$ cat src/scp_pkg.sv
// Package with register map, field layout, timing counts and carriers of the config port
package scp_pkg;
  localparam int unsigned clk_hz = 50_000_000;
  localparam logic [7:0] soft_reset_ctrl_addr = 8'h00;
  localparam logic [7:0] power_down_ctrl_addr = 8'h0f;
  localparam logic [7:0] output_drive_ctrl_addr = 8'h11;
  localparam logic [7:0] output_termination_ctrl_addr = 8'h12;
  localparam int unsigned word_bits = 24;
  localparam int unsigned addr_msb = 23;
  localparam int unsigned addr_lsb = 16;
  localparam int unsigned soft_reset_pos = 0;
  localparam int unsigned channel_sleep_lsb = 0;
  localparam int unsigned partial_sleep_pos = 8;
  localparam int unsigned full_sleep_pos = 9;
  localparam int unsigned sleep_pin_select_pos = 10;
  localparam int unsigned bitclk_drive_lsb = 0;
  localparam int unsigned frameclk_drive_lsb = 4;
  localparam int unsigned dataout_drive_lsb = 8;
  localparam int unsigned term_enable_pos = 14;
  localparam int unsigned bitclk_term_lsb = 0;
  localparam logic [15:0] power_down_ctrl_rst = 16'h0000;
  localparam logic [15:0] output_drive_ctrl_rst = 16'h0000;
  localparam logic [15:0] output_termination_ctrl_rst = 16'h0000;
  // Wake times, printed in nanoseconds; both cycle counts round down
  localparam int unsigned full_wake_ns = 50_000;
  localparam int unsigned partial_wake_ns = 2_000;
  localparam int unsigned full_wake_cycles = full_wake_ns / (1_000_000_000 / clk_hz);
  localparam int unsigned partial_wake_cycles = partial_wake_ns / (1_000_000_000 / clk_hz);
  // Sync, edge and output stages eat into the wake budget, so the timer loads less
  localparam int unsigned wake_lag_cycles = 6;
  localparam int unsigned wake_cnt_w = 12;

  typedef struct packed {
    logic [7:0] channel_sleep_bits;
    logic partial_sleep;
    logic full_sleep;
    logic sleep_pin_select;
  } scp_power_s;

  typedef struct packed {
    logic [2:0] bitclk_drive_strength;
    logic [2:0] frameclk_drive_strength;
    logic [2:0] dataout_drive_strength;
    logic term_enable;
    logic [2:0] bitclk_term_setting;
  } scp_driver_s;
endpackage

$ cat src/scp_wake_timer.sv
// Wake timer: holds a busy flag for a loaded number of cycles after power-down ends
`timescale 1ns/1ps
module scp_wake_timer
(
  input wire logic mclk,
  input wire logic rst,
  input wire logic start,
  input wire logic [scp_pkg::wake_cnt_w-1:0] load,
  output logic busy
);
  logic [scp_pkg::wake_cnt_w-1:0] cnt_q;

  assign busy = (cnt_q != '0);

  always_ff @(posedge mclk)
  begin
    if (rst)
      cnt_q <= '0;
    else if (start)
      cnt_q <= load;
    else if (cnt_q != '0)
      cnt_q <= cnt_q - 1'b1;
  end
endmodule // scp_wake_timer

$ cat src/scp_serial_config.sv
// Serial configuration port: shifter, register file, power-down and wake control
`timescale 1ns/1ps
////////////////////////////////////////////////////////////////////////////////
// How it works
// - Bits are shifted in only while select is low.
// - Data line is sampled at each rising serial clock edge.
// - Every 24th rising edge writes the word to its register.
// - Trailing bits short of a full word change nothing.
// - Several words per select-low period each write their register.
// - Word is 8-bit address then 16-bit data.
// - Serial clock up to 20MHz, any slow rate, each clock phase at least one 20ns mclk cycle.
// - Low pulse on reset pin returns registers to defaults.
// - Soft-reset bit restores defaults and clears itself.
// - Partial sleep bit enters fast-recovery power-down, default off.
// - Full sleep bit enters slow-recovery power-down, default off.
// - Sleep pin select picks partial (set) or full (clear) for pin.
// - Wake from full power-down within 50us.
// - Wake from partial power-down within 2us.
// - Register 11 holds three 3-bit drive fields, default 3.5mA.
// - Bit 14 of register 11 enables internal termination.
// - Register 12 holds bit clock termination, host writes bit 14 one.
module scp_serial_config
(
  input wire logic mclk,
  input wire logic rst,
  input wire logic select_n,
  input wire logic serial_clk,
  input wire logic serial_input_line,
  input wire logic reset_pin_n,
  input wire logic sleep_pin,
  output scp_pkg::scp_power_s power_q,
  output scp_pkg::scp_driver_s driver_q,
  output logic partial_down_q,
  output logic full_down_q,
  output logic awake_q,
  output logic write_strobe_q
);
  ////////////////////////////////////////////////////////////////////////////
  // Pin synchronisers; first stage read only by second
  logic [3:0] meta_q;
  logic [3:0] sync_q;
  logic sclk_prev_q;

  always_ff @(posedge mclk)
  begin
    if (rst)
    begin
      // Idle pin levels, so no false serial edge follows reset
      meta_q <= 4'h9;
      sync_q <= 4'h9;
      sclk_prev_q <= 1'b0;
    end
    else
    begin
      meta_q <= {select_n, serial_clk, serial_input_line, reset_pin_n};
      sync_q <= meta_q;
      sclk_prev_q <= sync_q[2];
    end
  end

  wire sel_n_s = sync_q[3];
  wire sclk_s = sync_q[2];
  wire serial_input_line_s = sync_q[1];
  wire rstpin_n_s = sync_q[0];
  // Link at 20MHz max is seen at 50MHz only through the sync; faster links alias
  wire sclk_rise = sclk_s & ~sclk_prev_q;

  logic sleep_meta_q;
  logic sleep_sync_q;
  always_ff @(posedge mclk)
  begin
    if (rst)
    begin
      sleep_meta_q <= 1'b0;
      sleep_sync_q <= 1'b0;
    end
    else
    begin
      sleep_meta_q <= sleep_pin;
      sleep_sync_q <= sleep_meta_q;
    end
  end

  ////////////////////////////////////////////////////////////////////////////
  // Shifter and bit counter
  logic [23:0] shift_q;
  logic [4:0] bit_cnt_q;
  logic [4:0] bit_cnt_d;
  logic [23:0] shift_d;
  logic word_done;

  wire shift_en = ~sel_n_s & sclk_rise;
  assign word_done = shift_en & (bit_cnt_q == 5'(scp_pkg::word_bits - 1));
  assign shift_d = {shift_q[22:0], serial_input_line_s};
  assign bit_cnt_d = word_done ? 5'h00 : bit_cnt_q + 5'h01;

  always_ff @(posedge mclk)
  begin
    if (rst || sel_n_s)
    begin
      // Select high drops any partial word
      bit_cnt_q <= 5'h00;
      shift_q <= 24'h000000;
    end
    else if (shift_en)
    begin
      bit_cnt_q <= bit_cnt_d;
      shift_q <= shift_d;
    end
  end

  ////////////////////////////////////////////////////////////////////////////
  // Word decode
  wire [7:0] w_addr = shift_d[scp_pkg::addr_msb:scp_pkg::addr_lsb];
  wire [15:0] w_data = shift_d[15:0];

  function automatic logic hit(input logic [7:0] a, input logic [7:0] reg_addr);
    hit = (a == reg_addr);
  endfunction

  wire wr_soft = word_done & hit(w_addr, scp_pkg::soft_reset_ctrl_addr);
  wire wr_pwr = word_done & hit(w_addr, scp_pkg::power_down_ctrl_addr);
  wire wr_drv = word_done & hit(w_addr, scp_pkg::output_drive_ctrl_addr);
  wire wr_term = word_done & hit(w_addr, scp_pkg::output_termination_ctrl_addr);
  // Soft reset pulse; nothing holds the bit, so it reads back clear
  wire soft_rst = wr_soft & w_data[scp_pkg::soft_reset_pos];
  wire cfg_rst = rst | ~rstpin_n_s | soft_rst;

  ////////////////////////////////////////////////////////////////////////////
  // Register file
  logic [15:0] pwr_reg_q;
  logic [15:0] drv_reg_q;
  logic [15:0] term_reg_q;

  always_ff @(posedge mclk)
  begin
    if (cfg_rst)
    begin
      pwr_reg_q <= scp_pkg::power_down_ctrl_rst;
      drv_reg_q <= scp_pkg::output_drive_ctrl_rst;
      term_reg_q <= scp_pkg::output_termination_ctrl_rst;
    end
    else
    begin
      if (wr_pwr)
        pwr_reg_q <= w_data;
      if (wr_drv)
        drv_reg_q <= w_data;
      if (wr_term)
        term_reg_q <= w_data;
    end
  end

  ////////////////////////////////////////////////////////////////////////////
  // Power-down mode
  wire pin_partial = sleep_sync_q & pwr_reg_q[scp_pkg::sleep_pin_select_pos];
  wire pin_full = sleep_sync_q & ~pwr_reg_q[scp_pkg::sleep_pin_select_pos];
  wire full_d = pwr_reg_q[scp_pkg::full_sleep_pos] | pin_full;
  wire partial_d = ~full_d & (pwr_reg_q[scp_pkg::partial_sleep_pos] | pin_partial);

  wire leave_full = full_down_q & ~full_d;
  wire leave_part = partial_down_q & ~partial_d & ~full_d;
  wire [scp_pkg::wake_cnt_w-1:0] wake_load = leave_full ?
    scp_pkg::wake_cnt_w'(scp_pkg::full_wake_cycles - scp_pkg::wake_lag_cycles) :
    scp_pkg::wake_cnt_w'(scp_pkg::partial_wake_cycles - scp_pkg::wake_lag_cycles);
  logic wake_busy;

  scp_wake_timer u_wake
  (
    .mclk(mclk),
    .rst(rst),
    .start(leave_full | leave_part),
    .load(wake_load),
    .busy(wake_busy)
  );

  always_ff @(posedge mclk)
  begin
    if (rst)
    begin
      full_down_q <= 1'b0;
      partial_down_q <= 1'b0;
      awake_q <= 1'b0;
      write_strobe_q <= 1'b0;
      power_q <= '0;
      driver_q <= '0;
    end
    else
    begin
      full_down_q <= full_d;
      partial_down_q <= partial_d;
      awake_q <= ~full_d & ~partial_d & ~wake_busy & ~leave_full & ~leave_part;
      write_strobe_q <= word_done;
      power_q <= '{channel_sleep_bits: pwr_reg_q[7:0],
                   partial_sleep: pwr_reg_q[scp_pkg::partial_sleep_pos],
                   full_sleep: pwr_reg_q[scp_pkg::full_sleep_pos],
                   sleep_pin_select: pwr_reg_q[scp_pkg::sleep_pin_select_pos]};
      driver_q <= '{bitclk_drive_strength: drv_reg_q[2:0],
                    frameclk_drive_strength: drv_reg_q[6:4],
                    dataout_drive_strength: drv_reg_q[10:8],
                    term_enable: drv_reg_q[scp_pkg::term_enable_pos],
                    bitclk_term_setting: term_reg_q[2:0]};
    end
  end

  ////////////////////////////////////////////////////////////////////////////
  // Checks
  logic [5:0] mark_cnt_q;
  always_ff @(posedge mclk)
  begin
    if (rst || sel_n_s)
      mark_cnt_q <= 6'h00;
    else if (shift_en)
      // Wraps at two words so long frames keep the modulo valid
      mark_cnt_q <= (mark_cnt_q == 6'd47) ? 6'h00 : mark_cnt_q + 6'h01;
  end

  a_no_shift_idle: assert property (@(posedge mclk) disable iff (rst)
    sel_n_s |=> (bit_cnt_q == 5'h00))
    else $error("bit count moved with select high");
  a_count_on_edge: assert property (@(posedge mclk) disable iff (rst)
    (shift_en && bit_cnt_q < 5'd23) |=> (bit_cnt_q == $past(bit_cnt_q) + 5'h01))
    else $error("bit not counted on serial edge");
  a_word_on_24: assert property (@(posedge mclk) disable iff (rst)
    word_done |-> (mark_cnt_q % 6'd24 == 6'd23))
    else $error("word written off the 24th edge");
  a_partial_drop: assert property (@(posedge mclk) disable iff (cfg_rst)
    (!word_done) |=> $stable(pwr_reg_q) && $stable(drv_reg_q) && $stable(term_reg_q))
    else $error("register changed without full word");
  a_pwr_write: assert property (@(posedge mclk) disable iff (cfg_rst)
    wr_pwr |=> (pwr_reg_q == $past(w_data)))
    else $error("power register not written");
  a_soft_clear: assert property (@(posedge mclk) disable iff (rst)
    soft_rst |=> (pwr_reg_q == scp_pkg::power_down_ctrl_rst) ##1 !soft_rst)
    else $error("soft reset did not clear registers");
  a_pin_reset: assert property (@(posedge mclk) disable iff (rst)
    !rstpin_n_s |=> (drv_reg_q == scp_pkg::output_drive_ctrl_rst))
    else $error("reset pin did not restore defaults");
  a_full_priority: assert property (@(posedge mclk) disable iff (rst)
    full_down_q |-> !partial_down_q)
    else $error("both power-down modes active");
  a_partial_wake: assert property (@(posedge mclk) disable iff (rst)
    (leave_part && !full_d) ##1 (!full_d && !partial_d)[*2] |-> ##[0:100] awake_q)
    else $error("partial wake too slow");
  c_two_words: cover property (@(posedge mclk) disable iff (rst)
    word_done ##[1:1000] word_done);
  c_soft_reset: cover property (@(posedge mclk) disable iff (rst) soft_rst);
  c_full_wake: cover property (@(posedge mclk) disable iff (rst) leave_full);
endmodule // scp_serial_config

$ cat config.mk
export PLATFORM = sky130hd
export DESIGN_NAME = scp_serial_config
export DESIGN_NICKNAME = d
export VERILOG_FILES = /design/src/scp_pkg.sv /design/src/scp_wake_timer.sv /design/src/scp_serial_config.sv
export SDC_FILE = /design/constraint.sdc
export NUM_CORES = 1
export LEC_CHECK = 0
export ABC_AREA = 1
export BUFFER_PORTS_ARGS = -buffer_cell sky130_fd_sc_hd__buf_2
export CORE_ASPECT_RATIO = 2
export CORE_MARGIN = 3
export CORE_UTILIZATION = 35
export CTS_CLUSTER_DIAMETER = 40
export DETAILED_ROUTE_END_ITERATION = 10
export HOLD_SLACK_MARGIN = 0.03
export PLACE_DENSITY = 0.55
export SETUP_SLACK_MARGIN = 0.05
export SYNTH_ARGS = -nofsm -noshare
export SYNTH_HDL_FRONTEND = slang
export SYNTH_SLANG_ARGS = --single-unit
$ cat constraint.sdc
create_clock -name mclk -period 2.15 [get_ports mclk]
set_clock_uncertainty 0.1 [all_clocks]
set_input_delay 0.43 -clock mclk [delete_from_list [all_inputs] [get_ports mclk]]
set_output_delay 0.43 -clock mclk [all_outputs]
set_load 0.01 [all_outputs]
# After elaboration in Yosys (flattened, before gate mapping)
# Index checks and enable logic that the tools add are counted.
# classes
n_addsub	2
mul	0
n_div	0
n_lt_le_gt_ge	0
eq_ne	4
shift	0
n_mux	4
n_bitwise	32
reduce_logical	4
# ops
op	n
12-bit 2-to-1 mux	3
1-bit bitwise AND	18
8-bit by 5-bit equality test with 1-bit output, second input constant	2
12-bit nonzero test	1
12-bit by 1-bit subtractor with 12-bit output, second input constant	1
1-bit inverter	9
8-bit by 4-bit equality test with 1-bit output, second input constant	1
8-bit logical NOT	1
5-bit by 1-bit adder with 5-bit output, second input constant	1
5-bit equality test, second input constant	1
5-bit 2-to-1 mux	1
1-bit OR	5
2-bit nonzero test	1
1-bit logical OR	1
# word_totals
reg_bits	108
latchBits	0
ram_bits	0
romBits	0
in_bits	7
out_inout_bits	28
elab_cells	70
memories	0

# Depth between registers and ports, before layout
# Gate-level depths: netlist (run 1).
# depth
ltp_word	10
ltp_mapped	9
ltp_nobuf	9

# Hierarchy
# From an unflattened synthesis (run 1), not the netlist that was laid out.
# hier_totals
hier_cells	514
hier_area_um2	4026.4
# by_module_without_submodules
module	n_inst	cells_per_inst	area_each_um2
scp_serial_config	1	391	3228.1
scp_wake_timer	1	123	798.3

# Worst setup path before layout (run 1)
# Ideal clock, no wire load.
# synth_timing
path_kind	reg-to-reg
from	register bit_cnt_q[0]
to	register pwr_reg_q[9]
arrival_ns	1.221
setup_slack_ns	0.709
stages_incl_launch_ff	9
path_buffers	2
path_cell_list	dfxtp_1 > ha_1 > nand4_1 > nor2_2 > buf_6 > nand2_1 > buf_2 > nand2_1 > a21oi_1
# synth_between
elab_chain_len	5
# synth_lines
element	line	rtl
start, declared	scp_serial_config.sv:87	logic [4:0] bit_cnt_q;
start signal, assigned	scp_serial_config.sv:107	bit_cnt_q <= bit_cnt_d;
5-bit equality test *	scp_serial_config.sv:93	assign word_done = shift_en & (bit_cnt_q == 5'(scp_pkg::word_bits - 1));
1-bit bitwise AND *	scp_serial_config.sv:93	
1-bit bitwise AND	scp_serial_config.sv:121	wire wr_soft = word_done & hit(w_addr, scp_pkg::soft_reset_ctrl_addr);
1-bit bitwise AND	scp_serial_config.sv:126	wire soft_rst = wr_soft & w_data[scp_pkg::soft_reset_pos];
1-bit OR	scp_serial_config.sv:127	wire cfg_rst = rst | ~rstpin_n_s | soft_rst;
end signal, assigned	scp_serial_config.sv:139	pwr_reg_q <= scp_pkg::power_down_ctrl_rst;
end signal, assigned	scp_serial_config.sv:146	pwr_reg_q <= w_data;
end, declared	scp_serial_config.sv:131	logic [15:0] pwr_reg_q;
# Mark *: on every way between the ends. The rest lies on a longest branch, timed or not.
# A chain may end at the register's enable or synchronous reset.

# Worst setup path in the final report (run 1)
# layout_timing
from	register bit_cnt_q[0]
to	register pwr_reg_q[8]
# The elaborated chain is that of the path after synthesis.

==> results of run 1 <==
-- worst max-delay path, cell delays in order (launching register included) --
cell and delay (ns):
dfxtp_1 0.37, ha_1 0.21, nand4_1 0.12, nor2_2 0.29, buf_12 0.20, nand2_1 0.24, nand2_1 0.13, a21oi_1 0.07
-- metrics by stage --
step | std cells | cell area [sq um]
after floorplan | 492 | 3840
after global placement | 651 | 4140
after detailed placement | 651 | 4140
after CTS | 667 | 4440
after global routing | 667 | 4440
final | 667 | 4440
-- worst max path at each step --
stage	endpoint	cells after the start	slack, ns
2_1_floorplan	pwr_reg_q[9]	8	0.71
3_3_place_gp	pwr_reg_q[4]	7	0.39
3_5_place_dp	pwr_reg_q[9]	7	0.28
4_1_cts	pwr_reg_q[9]	7	0.28
5_1_grt	pwr_reg_q[10]	7	0.10
6_report	pwr_reg_q[8]	7	0.29
-- Yosys cell counts, types with 4 or more instances --
master and number:
dfxtp_1 103, o21ai_0 17, nand4_1 6, nand3_1 44, buf_2 11, nor3_1 5, nor2_2 4, nor2_1 66
or2_2 5, inv_2 4, inv_1 62, clkbuf_1 4, nand2_1 81, a21oi_1 61
-- registers in the layout, indices dropped and copies added (netlist names), 3 cells and up --
signal,flops
power_q,11
sync_q,4
bit_cnt_q,5
driver_q,13
term_reg_q,3
u_wake.cnt_q,12
meta_q,4
drv_reg_q,10
shift_q,23
pwr_reg_q,11
-- routing by layer --
layer	vias up	share of wire
met5	-	0
met3	8	0.031
met2	50	0.58
met1	1434	0.38
li1	1621	-
met4	0	0.015
-- kinds of logic (layout without fill, tap and decap cells) --
kind of cell             Yosys count  after routing
AND/OR/NAND/NOR                  216            216
flip-flops                       103            103
buffers and inverters             86            124
AO/OA/AOI/OAI                     81             81
adder cells (fa/ha/maj)            3              3
XOR/XNOR                           3              3
-- where the power goes --
part | leakage [uW] | switching, uW | internal (uW) | total [uW]
combinational | 0.000790 | 545 | 321 | 866
clock | 0.000139 | 684 | 939 | 1620
sequential | 0.000834 | 93.4 | 2020 | 2110
total | 0.00176 | 1320 | 3280 | 4600
-- cells in the final DEF, fill, tap and decap left out --
master and count:
a21boi_2 1, a21oi_1 61, a21oi_4 1, and2_1 1, buf_12 1, buf_2 34
buf_4 7, bufinv_16 1, clkbuf_1 2, clkbuf_16 9, clkbuf_8 1, clkinvlp_4 2
dfxtp_1 103, ha_1 3, inv_1 62, inv_2 4, inv_6 1, nand2_1 81
nand2_2 2, nand3_1 44, nand3_2 1, nand4_1 6, nor2_1 66, nor2_2 4
nor3_1 5, nor3_2 1, o21ai_0 17, o21ai_1 1, or2_2 5, xnor2_1 1
xor2_1 2
-- layout make-up --
| type | instances | area share |
|---|---|---|
| flip-flops and latches | 103 | 0.464 |
| multi-input cells | 303 | 0.319 |
| inverters | 66 | 0.0558 |
| clock buffers | 12 | 0.0555 |
| repair buffers | 42 | 0.0547 |
| well taps | 137 | 0.0386 |
| clock inverters | 4 | 0.0121 |
==> results.toml, run 1 <==
[timing]
rsz0062_at_grt = "false"
min_period_over_period = 0.865
maxSlewHeadroom = 0.532
tns_ns = 0
worstMarginPinSlew_ns = 0.702
maxSlewViolCount = 0
finalSetupViolations = 0
fin_ws_ns = 0.291
max_clock_freq_mhz = 538
final_hold_viol_count = 0
min_period_ns = 1.86
timing.hold.ws_ns = 0.172

[finish]
final_nets = 535
nFillCells = 1114
multiInputGateArea_sq_um = 1420
area_growth_syn_to_layout_pct = 15.6
drive_gt1_frac = 0.142
antenna_cells = 0
final_util = 0.419
regArea_sq_um = 2060

[synth]
ys.flop_type = "dfxtp_1"
synth_seq_area_share = 0.537
synth_area_sq_um = 3840
synth_edf_count = 0
synth_xor_area_frac = 0.00684
synth.area.mux_share = 0
postSynthAreaPerCell_sq_um = 7.81
yosys.area.top_type = "dfxtp_1"
synth_compound_area_frac = 0.110
synth.distinct_cells = 27
synth_fp_nets = 502
synthTopCellsByArea = "dfxtp_1, a21oi_1, nand2_1"
synth_top_family_by_area = "simple AND/OR/NAND/NOR gates"
yosysWarnings = 0
synth_top_area_share = 0.537
synthSimpleGateAreaFrac = 0.242
synth_fa_ha_area_frac = 0.00977
synthCells = 492
synth-async-reset-ratio = 0
ys_ff_latch = 103

[setup_path]
start_kind = "register"
r2r_start = "bit_cnt_q[0]"
crit_start = "bit_cnt_q[0]"
worstSetupPathType = "reg2reg"
arrival_ns = 1.98
reg2reg_to = "pwr_reg_q[8]"
worstPathMaxFanout = 23
r2r_slack_ns = 0.29
crit_required_ns = 2.27
rr_worst_depth = 7
cp-end-kind = "register"

[min_path]
hold_depth = 2
hold_class = "in2reg"
min_to = "meta_q[3]"
hold_path_startpoint = "select_n"

[global_routing]
globalRouteMet2Util = 0.262
grt_pass1_wl_um = 13600
grt.overflow.total = 0
gr-usage-met3 = 0.0352
grt_max_degree = 35
use_met1 = 0.145
grt_use_total = 0.140
grt_pass1_vias = 3024
antenna_found_initial = 0
grt.busiest_layer = "met2"

[cts]
numCtsBuffers = 9
clock_latency_ns = 0.34
cts.repair.resized = 0
clkTransAtPathRegs_ns = 0.06
cts_hold_buffers = 0
cts_setup_buffers = 0
ctsRootBufferMaster = "clkbuf_16"
h-tree-depth = 3
cts_sinks = 103
cts_buffer_depth = 2
cts_tree = "done"

[drt]
dr.pass1.iters = 4
drt_iter0_drc = 139
drc = 0
routed_wl_um = 8060
postRouteAntennaNets = 0
vias_per_cell = 4.67
dr_total_vias = 3113
wl_per_cell_um = 12.1

[power_and_ir_drop]
powerDensity_nw_per_um2 = 1040
cellLeakagePower_uw = 0.00176
peakVddDrop_uv = 403
p_total_uw = 4600

[placement]
post-dp-hpwl_um = 6080
gp_congestion = 0.804
portBuffers = 34
dp_slack_ns = 0.281

[die]
design.core.area_sq_um = 10600
die_h_um = 154
die_w_um = 80.1
num_io_pins = 35
rows = 53
start_util = 0.362
die-area_sq_um = 12300

[run_status]
status = "finished, final reports clean"

[flow_run]
maxCapViolations = 0
No activity file was read; power rests on OpenSTA's default activity.
==> run 2: changes to the inputs <==
--- a/config.mk
+++ b/config.mk
@@ -13,7 +13,7 @@
 export CTS_CLUSTER_DIAMETER = 40
 export DETAILED_ROUTE_END_ITERATION = 10
 export HOLD_SLACK_MARGIN = 0.03
-export PLACE_DENSITY = 0.55
+export PLACE_DENSITY = 0.54
 export SETUP_SLACK_MARGIN = 0.05
 export SYNTH_ARGS = -nofsm -noshare
 export SYNTH_HDL_FRONTEND = slang
==> results.toml, run 2 (same netlist as run 1, synthesis figures left out) <==
[run_status]
status = "finished, final reports clean"

[die]
rows = 53
die_w_um = 80.1
start_util = 0.362
die-area_sq_um = 12300
design.core.area_sq_um = 10600
die_h_um = 154
num_io_pins = 35

[timing]
final_hold_viol_count = 0
maxSlewViolCount = 0
tns_ns = 0
min_period_ns = 1.76
finalSetupViolations = 0
max_clock_freq_mhz = 567
rsz0062_at_grt = "false"
min_period_over_period = 0.821
maxSlewHeadroom = 0.532
worstMarginPinSlew_ns = 0.701

[min_path]
hold_class = "in2reg"
hold_depth = 2
hold_path_startpoint = "reset_pin_n"
min_to = "meta_q[0]"

[power_and_ir_drop]
powerDensity_nw_per_um2 = 1040
cellLeakagePower_uw = 0.00177
peakVddDrop_uv = 399

[finish]
drive_gt1_frac = 0.143
layout_common_cells = "dfxtp_1, nand2_1, nor2_1, inv_1, a21oi_1"
mostFrequentLayoutCell = "dfxtp_1"
nFillCells = 1092
largest_register = "shift_q"
final_nets = 535
top_regs = "shift_q x23, driver_q x13, u_wake.cnt_q x12"
largest_reg_flops = 23
antenna_cells = 0
stdcell_area_sq_um = 4430
area_growth_syn_to_layout_pct = 15.4

[drt]
drt_iter0_drc = 104
postRouteAntennaNets = 0
vias_per_cell = 4.59
dr_total_vias = 3064
routed_wl_um = 7860
dr.pass1.iters = 4
wl_per_cell_um = 11.8
drc = 0

[setup_path]
r2r_slack_ns = 0.39
reg2reg_to = "pwr_reg_q[1]"
worstPathMaxFanout = 11
worstSetupPathType = "reg2reg"
cp-end-kind = "register"
rr_worst_depth = 6
crit_required_ns = 2.27
arrival_ns = 1.88
start_kind = "register"
r2r_start = "bit_cnt_q[0]"

[placement]
post-dp-hpwl_um = 6000
postPlaceCellArea_sq_um = 4130
gp_congestion = 0.808
portBuffers = 34

[cts]
ctsRootBufferMaster = "clkbuf_16"
cts_tree = "done"
cts_buffer_depth = 2
clkTransAtPathRegs_ns = 0.07
cts_setup_buffers = 0
h-tree-depth = 3
cts.repair.resized = 0
numCtsBuffers = 9
cts_hold_buffers = 0
clock_latency_ns = 0.34
cts_sinks = 103

[global_routing]
grt_use_total = 0.140
grt_pass1_vias = 2998
grt.overflow.total = 0
antenna_found_initial = 0
grt_max_degree = 28
grt_pass1_wl_um = 13700

[flow_run]
maxCapViolations = 0
## run 2: cell count changes in the layout (fill, tap and decap cells not counted)
cell        delta
clkinv_4       +1
inv_8          +2
buf_4          +1
clkbuf_1       -1
buf_12         -1
clkbuf_8       -1
clkinvlp_4     -1
## run 2: power by group
part | internal, uW | total, uW | leakage [uW] | switching [uW]
Clock | 925 | 1640 | 0.000147 | 719
Combinational | 321 | 871 | 0.000787 | 550
Sequential | 2020 | 2110 | 0.000834 | 93.8
## run 2: critical path, cell delays in order (launching register included)
cell,delay [ns]
dfxtp_1,0.38
ha_1,0.21
nand4_1,0.12
nor2_2,0.31
nand2_1,0.32
nand2_1,0.14
a21oi_1,0.07
## run 2: worst max-delay path by stage
stage / start / slack (ns) / cells after the start / end
3_3_place_gp: bit_cnt_q[0] / 0.45 / 6 / drv_reg_q[1]
4_1_cts: bit_cnt_q[0] / 0.38 / 6 / pwr_reg_q[4]
3_5_place_dp: bit_cnt_q[0] / 0.38 / 6 / pwr_reg_q[6]
2_1_floorplan: bit_cnt_q[0] / 0.71 / 8 / pwr_reg_q[9]
5_1_grt: bit_cnt_q[0] / 0.20 / 7 / pwr_reg_q[1]
6_report: bit_cnt_q[0] / 0.39 / 6 / pwr_reg_q[1]
## run 2: routing by layer
| metal | routed length [um] | global-route usage | vias up |
|---|---|---|---|
| met3 | 165 | 0.0317 | 10 |
| li1 | - | - | 1621 |
| met5 | 0 | 0 | - |
| met4 | 116 | 0.0508 | 0 |
| met2 | 4490 | 0.266 | 27 |
| met1 | 3090 | 0.142 | 1406 |
## run 2: layout make-up
cell class	count	area (sq um)	share of cell area
multi-input cells	303	1420	0.319
repair buffers	42	230	0.0519
clock inverters	6	77.6	0.0175
clock buffers	10	229	0.0516
flip-flops and latches	103	2060	0.465
inverters	66	248	0.0559
well taps	137	171	0.0387
## run 2: per-stage QoR
stage	util	total power [uW]	hold WS (ns)	worst slack, ns	instances
2_1_floorplan	-	2840	0.288	0.709	492
3_3_place_gp	0.389	3030	0.293	0.455	651
3_5_place_dp	0.389	3030	0.298	0.384	651
4_1_cts	0.418	4700	0.158	0.377	667
5_1_grt	0.418	4950	0.168	0.198	667
6_report	0.418	4630	0.171	0.385	667
